[src/hw/gpf_pkg.sv]
// ---------------------------------------------------------------
// Shared constants of the pin function control block
// ---------------------------------------------------------------
package gpf_pkg;

    // ---------------------------------------------------------------
    // Pin map
    // ---------------------------------------------------------------
    localparam int unsigned PIN_W        = 10;       // Bit positions follow pin numbers 0..9
    localparam logic [9:0]  PIN_MASK     = 10'h38f;  // Seven implemented pins: 0,1,2,3,7,8,9
    localparam logic [9:0]  ALT_OUT_MASK = 10'h381;  // Pins whose alternate function drives
    localparam int unsigned PIN_RST2     = 0;        // Alternate: downstream port 2 reset
    localparam int unsigned PIN_IRQ0     = 2;        // Alternate: expander interrupt 0 input
    localparam int unsigned PIN_EVENT    = 7;        // Alternate: general purpose event
    localparam int unsigned PIN_RST1     = 8;        // Alternate: downstream port 1 reset
    localparam int unsigned PIN_RST3     = 9;        // Alternate: downstream port 3 reset

    // ---------------------------------------------------------------
    // Reset values and idle levels
    // ---------------------------------------------------------------
    localparam logic [9:0]  FUNC_RST     = 10'h000;  // All pins general purpose
    localparam logic [9:0]  DIR_RST      = 10'h000;  // All pins input
    localparam logic [9:0]  DATA_RST     = 10'h000;  // Output latch cleared
    localparam logic        IRQ_IDLE     = 1'b1;     // Active-low interrupt, idle high

    // ---------------------------------------------------------------
    // Sampling timing
    // ---------------------------------------------------------------
    localparam int unsigned CLK_NS       = 20;       // Core clock period
    localparam int unsigned SAMPLE_NS    = 128;      // Least time between input samples
    localparam int unsigned SAMPLE_CYC   = (SAMPLE_NS + CLK_NS - 1) / CLK_NS;

    // ---------------------------------------------------------------
    // Register select on the configuration port
    // ---------------------------------------------------------------
    typedef enum logic [1:0] {
        GPF_SEL_FUNC,
        GPF_SEL_DIR,
        GPF_SEL_DATA,
        GPF_SEL_NONE
    } gpf_sel_e;

endpackage : gpf_pkg

[src/hw/gpf_pin_ctrl.sv]
`timescale 1ns/1ps
// What this block does
// - Seven pins, each input, output or alternate
// - Control registers reached via upstream configuration
// - Pins 0,8,9 drive port 2,1,3 resets
// - Pin 2 alternate is expander interrupt input
// - Pin 7 alternate is event output
// - Reset leaves every pin a plain input
// - Inputs synchronised, sampled at least 128 ns apart
// - Unused alternate function held inactive
// - One bit per pin, position equals pin
// - Select wins; else direction picks in/out
// - Input mode captures pin into data bit
// - Data reads return live pin level always
// - Output mode drives data bit onto pin
// - Output mode reads observed pin level
// - Alternate mode follows alternate logic, readable
module gpf_pin_ctrl
    import gpf_pkg::*;
#(
    parameter int unsigned SAMPLE_CYCLES = gpf_pkg::SAMPLE_CYC
) (
    // Clock, reset, enable
    input  wire logic                     core_clk_i,
    input  wire logic                     rst_i,
    input  wire logic                     ce_i,
    // Configuration access from the upstream port
    input  wire logic                     cfg_wr_i,
    input  wire logic                     cfg_rd_i,
    input  wire gpf_pkg::gpf_sel_e        cfg_sel_i,
    input  wire logic [gpf_pkg::PIN_W-1:0] cfg_wdata_i,
    output logic      [gpf_pkg::PIN_W-1:0] cfg_rdata_o,
    output logic                          cfg_rvalid_o,
    // Board pins
    input  wire logic [gpf_pkg::PIN_W-1:0] pin_i,
    output logic      [gpf_pkg::PIN_W-1:0] pin_o,
    output logic      [gpf_pkg::PIN_W-1:0] pin_oe_o,
    // Alternate function sources
    input  wire logic                     port2_reset_out_n_i,
    input  wire logic                     port1_reset_out_n_i,
    input  wire logic                     port3_reset_out_n_i,
    input  wire logic                     event_out_n_i,
    // Alternate function sink
    output logic                          expander_irq0_in_n_o
);
    import gpf_pkg::*;

    // ---------------------------------------------------------------
    // Declarations
    // ---------------------------------------------------------------
    localparam int unsigned CNT_W = $clog2(SAMPLE_CYCLES + 1);

    logic [PIN_W-1:0] pin_function_select_q; // 1 hands pin to alternate
    logic [PIN_W-1:0] pin_direction_config_q; // 1 means output
    logic [PIN_W-1:0] pin_data_value_q;       // Output latch / input capture
    logic [PIN_W-1:0] pin_lvl;                // Synchronised pin level
    logic [CNT_W-1:0] smp_cnt_q;              // Sample interval counter
    logic             smp_tick;               // One sample strobe
    logic [PIN_W-1:0] alt_val;                // Alternate drive values by pin
    logic [PIN_W-1:0] in_mode;                // Pins in plain input mode
    logic [PIN_W-1:0] out_mode;               // Pins in plain output mode
    logic [PIN_W-1:0] pin_oe_d;               // Next driver enables
    logic [PIN_W-1:0] pin_d;                  // Next pin drive values

    // ---------------------------------------------------------------
    // Helpers
    // ---------------------------------------------------------------
    // Keep only the implemented pin bits
    function automatic logic [PIN_W-1:0] keep(input logic [PIN_W-1:0] v);
        keep = v & PIN_MASK;
    endfunction : keep

    // ---------------------------------------------------------------
    // Sample strobe
    // ---------------------------------------------------------------
    // Spacing of at least the minimum interval keeps input load low
    always_ff @(posedge core_clk_i or posedge rst_i) begin
        if (rst_i) begin
            smp_cnt_q <= '0;
        end else if (ce_i) begin
            if (smp_tick) begin
                smp_cnt_q <= '0;
            end else begin
                smp_cnt_q <= smp_cnt_q + 1'b1;
            end
        end
    end

    assign smp_tick = (smp_cnt_q == CNT_W'(SAMPLE_CYCLES - 1));

    // ---------------------------------------------------------------
    // Pin synchroniser
    // ---------------------------------------------------------------
    // Pins are asynchronous; three stages and an agreement check
    gpf_sync3 #(
        .W          (PIN_W)
    ) u_sync (
        .core_clk_i (core_clk_i),
        .rst_i      (rst_i),
        .ce_i       (ce_i),
        .tick_i     (smp_tick),
        .d_i        (pin_i),
        .q_o        (pin_lvl)
    );

    // ---------------------------------------------------------------
    // Mode decode
    // ---------------------------------------------------------------
    // Select one wins regardless of direction
    assign in_mode  = keep(~pin_function_select_q & ~pin_direction_config_q);
    assign out_mode = keep(~pin_function_select_q &  pin_direction_config_q);

    // ---------------------------------------------------------------
    // Function select register
    // ---------------------------------------------------------------
    always_ff @(posedge core_clk_i or posedge rst_i) begin
        if (rst_i) begin
            pin_function_select_q <= FUNC_RST;
        end else if (ce_i && cfg_wr_i && cfg_sel_i == GPF_SEL_FUNC) begin
            pin_function_select_q <= keep(cfg_wdata_i);
        end
    end

    // ---------------------------------------------------------------
    // Direction register
    // ---------------------------------------------------------------
    always_ff @(posedge core_clk_i or posedge rst_i) begin
        if (rst_i) begin
            pin_direction_config_q <= DIR_RST;
        end else if (ce_i && cfg_wr_i && cfg_sel_i == GPF_SEL_DIR) begin
            pin_direction_config_q <= keep(cfg_wdata_i);
        end
    end

    // ---------------------------------------------------------------
    // Data register
    // ---------------------------------------------------------------
    // Input-mode bits take the sampled level; a software write to
    // such a bit is overwritten, since the pin is what it reports
    always_ff @(posedge core_clk_i or posedge rst_i) begin
        if (rst_i) begin
            pin_data_value_q <= DATA_RST;
        end else if (ce_i) begin
            if (cfg_wr_i && cfg_sel_i == GPF_SEL_DATA) begin
                pin_data_value_q <= (keep(cfg_wdata_i) & ~in_mode) | (pin_lvl & in_mode);
            end else begin
                pin_data_value_q <= (pin_data_value_q & ~in_mode) | (pin_lvl & in_mode);
            end
        end
    end

    // ---------------------------------------------------------------
    // Read port
    // ---------------------------------------------------------------
    // Data reads show the live pin in every mode, not the latch
    always_ff @(posedge core_clk_i or posedge rst_i) begin
        if (rst_i) begin
            cfg_rdata_o  <= '0;
            cfg_rvalid_o <= 1'b0;
        end else if (ce_i) begin
            cfg_rvalid_o <= cfg_rd_i;
            if (cfg_rd_i) begin
                case (cfg_sel_i)
                    GPF_SEL_FUNC: begin
                        cfg_rdata_o <= pin_function_select_q;
                    end
                    GPF_SEL_DIR: begin
                        cfg_rdata_o <= pin_direction_config_q;
                    end
                    GPF_SEL_DATA: begin
                        cfg_rdata_o <= keep(pin_lvl);
                    end
                    default: begin
                        cfg_rdata_o <= '0; // Unused select reads zero
                    end
                endcase
            end
        end
    end

    // ---------------------------------------------------------------
    // Alternate output values
    // ---------------------------------------------------------------
    // Pins without a driving alternate carry zero, never enabled
    always_comb begin
        alt_val            = '0;
        alt_val[PIN_RST2]  = port2_reset_out_n_i;
        alt_val[PIN_RST1]  = port1_reset_out_n_i;
        alt_val[PIN_RST3]  = port3_reset_out_n_i;
        alt_val[PIN_EVENT] = event_out_n_i;
    end

    // ---------------------------------------------------------------
    // Pin drivers
    // ---------------------------------------------------------------
    // Driver on only for plain output or a driving alternate
    assign pin_oe_d = out_mode | keep(pin_function_select_q & ALT_OUT_MASK);
    assign pin_d    = keep((pin_function_select_q & alt_val) |
                           (~pin_function_select_q & pin_data_value_q));

    // Registered so the board sees glitch-free levels
    always_ff @(posedge core_clk_i or posedge rst_i) begin
        if (rst_i) begin
            pin_o    <= '0;
            pin_oe_o <= '0;
        end else if (ce_i) begin
            pin_o    <= pin_d;
            pin_oe_o <= pin_oe_d;
        end
    end

    // ---------------------------------------------------------------
    // Alternate input
    // ---------------------------------------------------------------
    // Held idle while the pin serves as plain I/O so a stray level
    // cannot raise an expander interrupt
    always_ff @(posedge core_clk_i or posedge rst_i) begin
        if (rst_i) begin
            expander_irq0_in_n_o <= IRQ_IDLE;
        end else if (ce_i) begin
            if (pin_function_select_q[PIN_IRQ0]) begin
                expander_irq0_in_n_o <= pin_lvl[PIN_IRQ0];
            end else begin
                expander_irq0_in_n_o <= IRQ_IDLE;
            end
        end
    end

    // ---------------------------------------------------------------
    // Assertions
    // ---------------------------------------------------------------
    a_reset_defaults: assert property (@(posedge core_clk_i)
        $fell(rst_i) |-> (pin_function_select_q == FUNC_RST) && (pin_direction_config_q == DIR_RST)
                         && (pin_oe_o == '0))
        else $error("pins not all inputs after reset");

    a_unimpl_quiet: assert property (@(posedge core_clk_i) disable iff (rst_i)
        (pin_oe_o & ~PIN_MASK) == '0 && (pin_function_select_q & ~PIN_MASK) == '0)
        else $error("unimplemented pin active");

    a_write_lands: assert property (@(posedge core_clk_i) disable iff (rst_i)
        ce_i && cfg_wr_i && cfg_sel_i == GPF_SEL_DIR |=> pin_direction_config_q == $past(cfg_wdata_i & PIN_MASK))
        else $error("direction write misplaced");

    a_sample_gap: assert property (@(posedge core_clk_i) disable iff (rst_i)
        ce_i && smp_tick |=> !smp_tick [*6])
        else $error("pins sampled too often");

    a_oe_gate: assert property (@(posedge core_clk_i) disable iff (rst_i)
        ce_i |=> pin_oe_o == $past(PIN_MASK & ((~pin_function_select_q & pin_direction_config_q)
                                    | (pin_function_select_q & ALT_OUT_MASK))))
        else $error("driver enable wrong");

    a_gpio_drive: assert property (@(posedge core_clk_i) disable iff (rst_i)
        ce_i |=> (pin_o & $past(out_mode)) == ($past(pin_data_value_q) & $past(out_mode)))
        else $error("output pin not data bit");

    a_alt_resets: assert property (@(posedge core_clk_i) disable iff (rst_i)
        ce_i && pin_function_select_q[PIN_RST1] |=> pin_oe_o[PIN_RST1]
                                                   && pin_o[PIN_RST1] == $past(port1_reset_out_n_i))
        else $error("port 1 reset not on pin");

    a_alt_event: assert property (@(posedge core_clk_i) disable iff (rst_i)
        ce_i && pin_function_select_q[PIN_EVENT] |=> pin_oe_o[PIN_EVENT]
                                                    && pin_o[PIN_EVENT] == $past(event_out_n_i))
        else $error("event not on pin");

    a_irq_idle: assert property (@(posedge core_clk_i) disable iff (rst_i)
        ce_i && !pin_function_select_q[PIN_IRQ0] |=> expander_irq0_in_n_o == IRQ_IDLE)
        else $error("interrupt not idle in gpio mode");

    a_irq_follow: assert property (@(posedge core_clk_i) disable iff (rst_i)
        ce_i && pin_function_select_q[PIN_IRQ0] |=> expander_irq0_in_n_o == $past(pin_lvl[PIN_IRQ0]))
        else $error("interrupt not following pin");

    a_input_capture: assert property (@(posedge core_clk_i) disable iff (rst_i)
        ce_i |=> (pin_data_value_q & $past(in_mode)) == ($past(pin_lvl) & $past(in_mode)))
        else $error("input not captured");

    a_read_live: assert property (@(posedge core_clk_i) disable iff (rst_i)
        ce_i && cfg_rd_i && cfg_sel_i == GPF_SEL_DATA |=> cfg_rvalid_o
                                                        && cfg_rdata_o == $past(pin_lvl & PIN_MASK))
        else $error("data read not live level");

    c_input_mode: cover property (@(posedge core_clk_i) disable iff (rst_i)
        smp_tick && in_mode[PIN_IRQ0] ##[1:40] pin_data_value_q[PIN_IRQ0]);

    c_output_mode: cover property (@(posedge core_clk_i) disable iff (rst_i)
        out_mode[1] ##1 pin_oe_o[1] && pin_o[1]);

    c_alt_irq: cover property (@(posedge core_clk_i) disable iff (rst_i)
        pin_function_select_q[PIN_IRQ0] ##1 !expander_irq0_in_n_o);

endmodule : gpf_pin_ctrl

[src/hw/gpf_sync3.sv]
`timescale 1ns/1ps
// ---------------------------------------------------------------
// Three-stage pin synchroniser with agreement filter
// ---------------------------------------------------------------
module gpf_sync3 #(
    parameter int unsigned W = 10
) (
    // Clock and reset
    input  wire logic         core_clk_i,
    input  wire logic         rst_i,
    input  wire logic         ce_i,
    // Sample strobe
    input  wire logic         tick_i,
    // Raw pins and filtered level
    input  wire logic [W-1:0] d_i,
    output logic      [W-1:0] q_o
);
    logic [W-1:0] s1_q;  // Metastable stage, read only by s2
    logic [W-1:0] s2_q;  // Second stage
    logic [W-1:0] s3_q;  // Third stage
    logic [W-1:0] lvl_q; // Accepted level

    // Shift chain advances only on the sample strobe
    always_ff @(posedge core_clk_i or posedge rst_i) begin
        if (rst_i) begin
            s1_q <= '0;
            s2_q <= '0;
            s3_q <= '0;
        end else if (ce_i && tick_i) begin
            s1_q <= d_i;
            s2_q <= s1_q;
            s3_q <= s2_q;
        end
    end

    // A change is accepted once stages two and three agree
    always_ff @(posedge core_clk_i or posedge rst_i) begin
        if (rst_i) begin
            lvl_q <= '0;
        end else if (ce_i) begin
            lvl_q <= (lvl_q & (s2_q ^ s3_q)) | (s3_q & ~(s2_q ^ s3_q));
        end
    end

    assign q_o = lvl_q;

endmodule : gpf_sync3

[config.mk]
export PLATFORM = sky130hd
export DESIGN_NAME = gpf_pin_ctrl
export DESIGN_NICKNAME = d
export VERILOG_FILES = /design/src/hw/gpf_pkg.sv /design/src/hw/gpf_pin_ctrl.sv /design/src/hw/gpf_sync3.sv
export SDC_FILE = /design/constraint.sdc
export NUM_CORES = 1
export LEC_CHECK = 0
export BUFFER_PORTS_ARGS = -buffer_cell sky130_fd_sc_hd__buf_2
export CAP_MARGIN = 10
export CORE_ASPECT_RATIO = 1.2
export CORE_UTILIZATION = 50
export CTS_CLUSTER_SIZE = 14
export DETAILED_ROUTE_END_ITERATION = 10
export GPL_TIMING_DRIVEN = 0
export PLACE_DENSITY_LB_ADDON = 0.15
export SKIP_LAST_GASP = 1
export SLEW_MARGIN = 10
export SYNTH_ARGS = -nofsm -noshare
export SYNTH_HDL_FRONTEND = slang
export SYNTH_SLANG_ARGS = --single-unit
[constraint.sdc]
create_clock -name core_clk_i -period 3.1 [get_ports core_clk_i]
set_input_delay 0.62 -clock core_clk_i [delete_from_list [all_inputs] [get_ports core_clk_i]]
set_output_delay 0.62 -clock core_clk_i [all_outputs]
set_load 0.03 [all_outputs]
Yosys cells after proc, flatten, opt, wreduce, memory -nomap -nowiden
Index checks and enable logic that the tools add are counted.
{ "totals": {"out_inout_bits": 32, "input_bits": 31, "reg_bits": 96} }
{ "classes": {"n_eq_ne": 3, "n_bitwise": 19, "muxes": 4, "reduce_logical": 7, "addsub": 1} }
{ "op_table": {"columns": ["op", "count"], "rows": [
  ["10-bit AND", 9],
  ["10-bit bitwise OR", 5],
  ["10-bit NOT", 4],
  ["10-bit one-hot mux with 3 select lines", 1],
  ["10-bit two-way mux", 1],
  ["10-bit bitwise XOR", 1],
  ["1-bit logical AND", 5],
  ["3-bit by 1-bit adder with 3-bit output, second input constant", 1],
  ["3-bit == test, second input constant", 1],
  ["3-bit two-way mux", 1],
  ["2-bit by 1-bit == test with 1-bit output, second input constant", 1],
  ["2-bit == test, second input constant", 1],
  ["2-bit logical NOT", 1],
  ["2-bit AND reduction", 1],
  ["1-bit two-way mux", 1]
]} }

Logic depth before layout (Yosys ltp)
{ "logic_depth": {"ltp_word": 6, "mapped_depth": 5, "ltp_nobuf": 3} }

Modules after synthesis
A second synthesis with hierarchy kept.
{ "unflattened": {"cells_unflattened": 320, "hier_area_um2": 3978.8} }
{ "modules_own_cells": {"columns": ["module", "area_per_inst_um2", "cells_per_inst", "instances"], "rows": [
  ["gpf_pin_ctrl", 2248.4, 213, 1],
  ["gpf_sync3", 1730.4, 107, 1]
]} }

Worst setup path after synthesis
No wires, ideal clock.
{ "synth_path": {"path_type": "in2reg", "startpoint": "in cfg_wr_i", "endpoint": "reg pin_function_select_q[0]", "arrival_time_ps": 1288, "stages": 3, "path_slack_ps": 1688, "path_buffers": 0, "cell_sequence": "nand2_1 > nor3_4 > mux2_2"} }
{ "synth_between": {"elab_chain_cells": 2} }
{ "synth_rtl": {"columns": ["element", "line_no", "text"], "rows": [
  ["from (decl)", "gpf_pin_ctrl.sv:28", "input wire logic cfg_wr_i,"],
  ["1-bit logical AND (2 in series)", "gpf_pin_ctrl.sv:119", "end else if (ce_i && cfg_wr_i && cfg_sel_i == GPF_SEL_FUNC) begin"],
  ["to (signal assigned)", "gpf_pin_ctrl.sv:120", "pin_function_select_q <= keep(cfg_wdata_i);"],
  ["to (decl)", "gpf_pin_ctrl.sv:53", "logic [PIN_W-1:0] pin_function_select_q;"]
]} }
No other way between the ends.
A chain may end at the register's enable or synchronous reset.

Worst setup path in the final report
{ "layout_path": {"startpoint": "reg expander_irq0_in_n_o", "endpoint": "out expander_irq0_in_n_o"} }
{ "layout_rtl": {"columns": ["element", "line_no", "text"], "rows": [
  ["from (decl)", "gpf_pin_ctrl.sv:44", "output logic expander_irq0_in_n_o"],
  ["from (signal assigned)", "gpf_pin_ctrl.sv:222", "expander_irq0_in_n_o <= pin_lvl[PIN_IRQ0];"]
]} }
No word-level cell between the ends.

==> run_results.csv <==
group,metric,value,unit
pwr,p_per_area,800,mW/mm2
routing,drtPass1Iterations,4,
yosys,ys_ff_latch,75,
sta,timing.fmax,0.595,GHz
cts,clkLatencyLatePin,0.35,ns
cells_and_area,areaGrowthSynthToFinish,19.8,%
pwr,power_frac_clock,30.8,%
pwr,finalPower,3.22,mW
yosys,syn_avg_cell_area,11.4,um2
sta,slew_viol_final,0,
placed_design,port_buffers,47,
hold_path,min_path_type,"in2async",
cts,cts.sink_count,75,
flow_run,drv_cap,0,
yosys,synthCells,295,
pwr,internal_power,2.26,mW
sta,fin_crit,1.68,ns
outcome,status,"finished, final reports clean",
global_route,grt_pass1_wl,11.2,mm
pwr,power_switching_share,29.7,%
global_route,met1_usage,27.2,%
worst_setup_path,path_max_fanout,2,
worst_setup_path,max_stage_delay,0.53,ns
cts,hold_buffers,0,
yosys,yosysTopAreaCell,"dfrtp_1",
global_route,grt.met3_usage,4.78,%
cts,h-tree-depth,3,
sta,finalCritPeriodShare,54.3,%
yosys,yosys_warnings,0,
cells_and_area,nets,393,
routing,drc,0,
yosys,syn-cell-area,0.00336,mm2
global_route,top_usage_layer,"met2",
worst_setup_path,crit_slowest_cell,"dfstp_2",
cells_and_area,seq_area,0.00188,mm2
cts,clkTransAtPathRegs,0.08,ns
floorplanning,num_rows,32,
floorplanning,ioPinCount,63,
worst_setup_path,critPathKind,"reg2out",
yosys,seq_area_frac_synth,56.0,%
floorplanning,die_y,91.7,um
cells_and_area,fillers,561,
pwr,netSwitchingPower,0.955,mW
cts,cts_tree,"built",
cts,cts_root_buf,"clkbuf_8",
routing,num_vias,2346,
placed_design,gp_congestion,0.783,
global_route,overflow,0,
routing,post_drt_via_cell_ratio,5.20,
sta,clock_skew,0.00804,ns
yosys,synth_top_area_share,55.2,%
global_route,grt_pass1_vias,2259,
cts,cts_setup_buffers,0,
floorplanning,design.core.area,0.00645,mm2
cts,clockBufferDepth,2,
sta,setup_viol,0,
worst_setup_path,path_cells,"buf_2",
worst_setup_path,endpoint_kind,"output pin",
floorplanning,start_util,52.1,%
pwr,leakage,1.92,nW
pwr,power_frac_comb,23.5,%
cells_and_area,multiInputGateArea,0.00131,mm2
routing,wl,6.62,mm
pwr,seqPwrFrac,45.7,%
global_route,grtUsageMet2,34.4,%
routing,ant_nets,0,
placed_design,dpl.hpwl,4.56,mm
yosys,synth_area_leaders,"dfrtp_1, mux2_2, a21oi_1, nor2_1, mux2i_1",
cts,cts_resized,0,
cells_and_area,fin_util,62.4,%
floorplanning,fp.dieW,76.8,um
worst_setup_path,required,2.48,ns
sta,rsz0062_at_grt,"false",
cts,numCtsBuffers,9,
pwr,ir_drop,0.458,mV
global_route,grt_use_total,21.1,%
worst_setup_path,crit_family,"flip-flops",
worst_setup_path,crit_arrival,1.06,ns
placed_design,dpl_cell_area,0.00376,mm2
global_route,grt_max_degree,52,
yosys,ys_types,32,
routing,dr.first_iter.drc_count,185,
worst_setup_path,cp-start-kind,"flip-flop",
floorplanning,die_area,0.00704,mm2
routing,routedWlPerCell,14.7,um
sta,hold_violations,0,
cells_and_area,layout-drive-gt1-share,33.9,%
global_route,grt_antenna_before_repair,0,
worst_setup_path,worst-path-buf-inv,1,
cells_and_area,final_area,0.00402,mm2
cells_and_area,n_antenna_cell,0,
worst reg2reg max path, stage by stage, from the launching register on:
cell	delay (ns)
dfrtp_1	0.42
nand4b_1	0.19
buf_2	0.28
mux2_2	0.37
final timing paths:
check                                startpoint                    to  slack [ns]  depth (start not counted)
max reg2reg                        smp_cnt_q[0]        u_sync.s2_q[0]        1.73                          3
max in group asynchronous                 rst_i             async pin        2.31                          3
min reg2reg                      u_sync.s3_q[7]             flip-flop        0.50                          2
min in group core_clk_i          u_sync.s3_q[7]             flip-flop        0.50                          2
max                        expander_irq0_in_n_o  expander_irq0_in_n_o        1.42                          1
min                                       rst_i             async pin        0.24                          2
placed cells by master, fill, tap and decap left out, drive strengths merged, types with 11 or more instances in the layout:
cell	netlist	layout
inv	14	14
mux2i	11	11
nor2	33	33
mux2	37	37
buf	19	67
dfrtp	74	74
clkbuf	2	12
a21oi	26	26
o21ai	12	12
nand2	12	12
power groups by stage:
stage / clock (mW) / combinational, mW / sequential (mW)
6_report: 0.991 / 0.755 / 1.47
5_1_grt: 1.06 / 0.837 / 1.51
4_1_cts: 1.01 / 0.763 / 1.47
3_5_place_dp: 0 / 0.759 / 1.49
3_3_place_gp: 0 / 0.734 / 1.47
2_1_floorplan: 0 / 0.472 / 1.56
routing by layer:
metal / wire length [um] / vias up
met5: 0 / -
met4: 92 / 0
met3: 267 / 8
met2: 3280 / 52
met1: 2970 / 1146
li1: - / 1140
cells in the mapped netlist:
master and n:
a211oi_1 4, nand2_1 12, mux2_2 37, conb_1 1, clkbuf_2 1, nor3_4 1
clkbuf_1 1, nor3b_1 4, inv_1 14, o31ai_1 3, o22a_1 1, a22oi_1 3
dfrtp_1 74, a2bb2oi_1 7, and4b_1 1, mux2i_1 11, nand2b_1 8, and2_1 1
nor2b_1 4, a21oi_1 26, buf_4 9, and3b_1 1, buf_2 7, buf_6 3
dfstp_2 1, o21ai_0 12, nand4b_2 1, nand4b_1 2, nor2_1 33, nand3b_1 1
or3_1 3, nor3_1 8
layout make-up:
class | instances | area share (%)
multi-input combinational | 193 | 32.6
inverter | 14 | 1.37
buffer | 21 | 3.61
sequential | 75 | 46.7
tap | 85 | 2.65
clock inverter | 5 | 3.11
clock buffer | 10 | 3.42
timing repair buffer | 48 | 6.54
cells by family after synthesis:
kind of cell / share of synthesized area [%]
compound gates: 9.99
buf+inv: 5.89
flops: 56.0
mux: 15.7
other cells: 0.112
simple gates: 12.3
stage by stage:
stage | TNS [ns] | instances | hold slack [ns] | worst slack (ns)
after floorplan | 0 | 303 | 0.450 | 0.572
after detailed placement | 0 | 436 | 0.478 | 1.34
after CTS | 0 | 451 | 0.242 | 1.40
final | 0 | 451 | 0.236 | 1.42
after global placement | -26.21 | 435 | 0.465 | -0.358
after global routing | 0 | 451 | 0.248 | 1.38
Power figures use the tool's default switching activity.
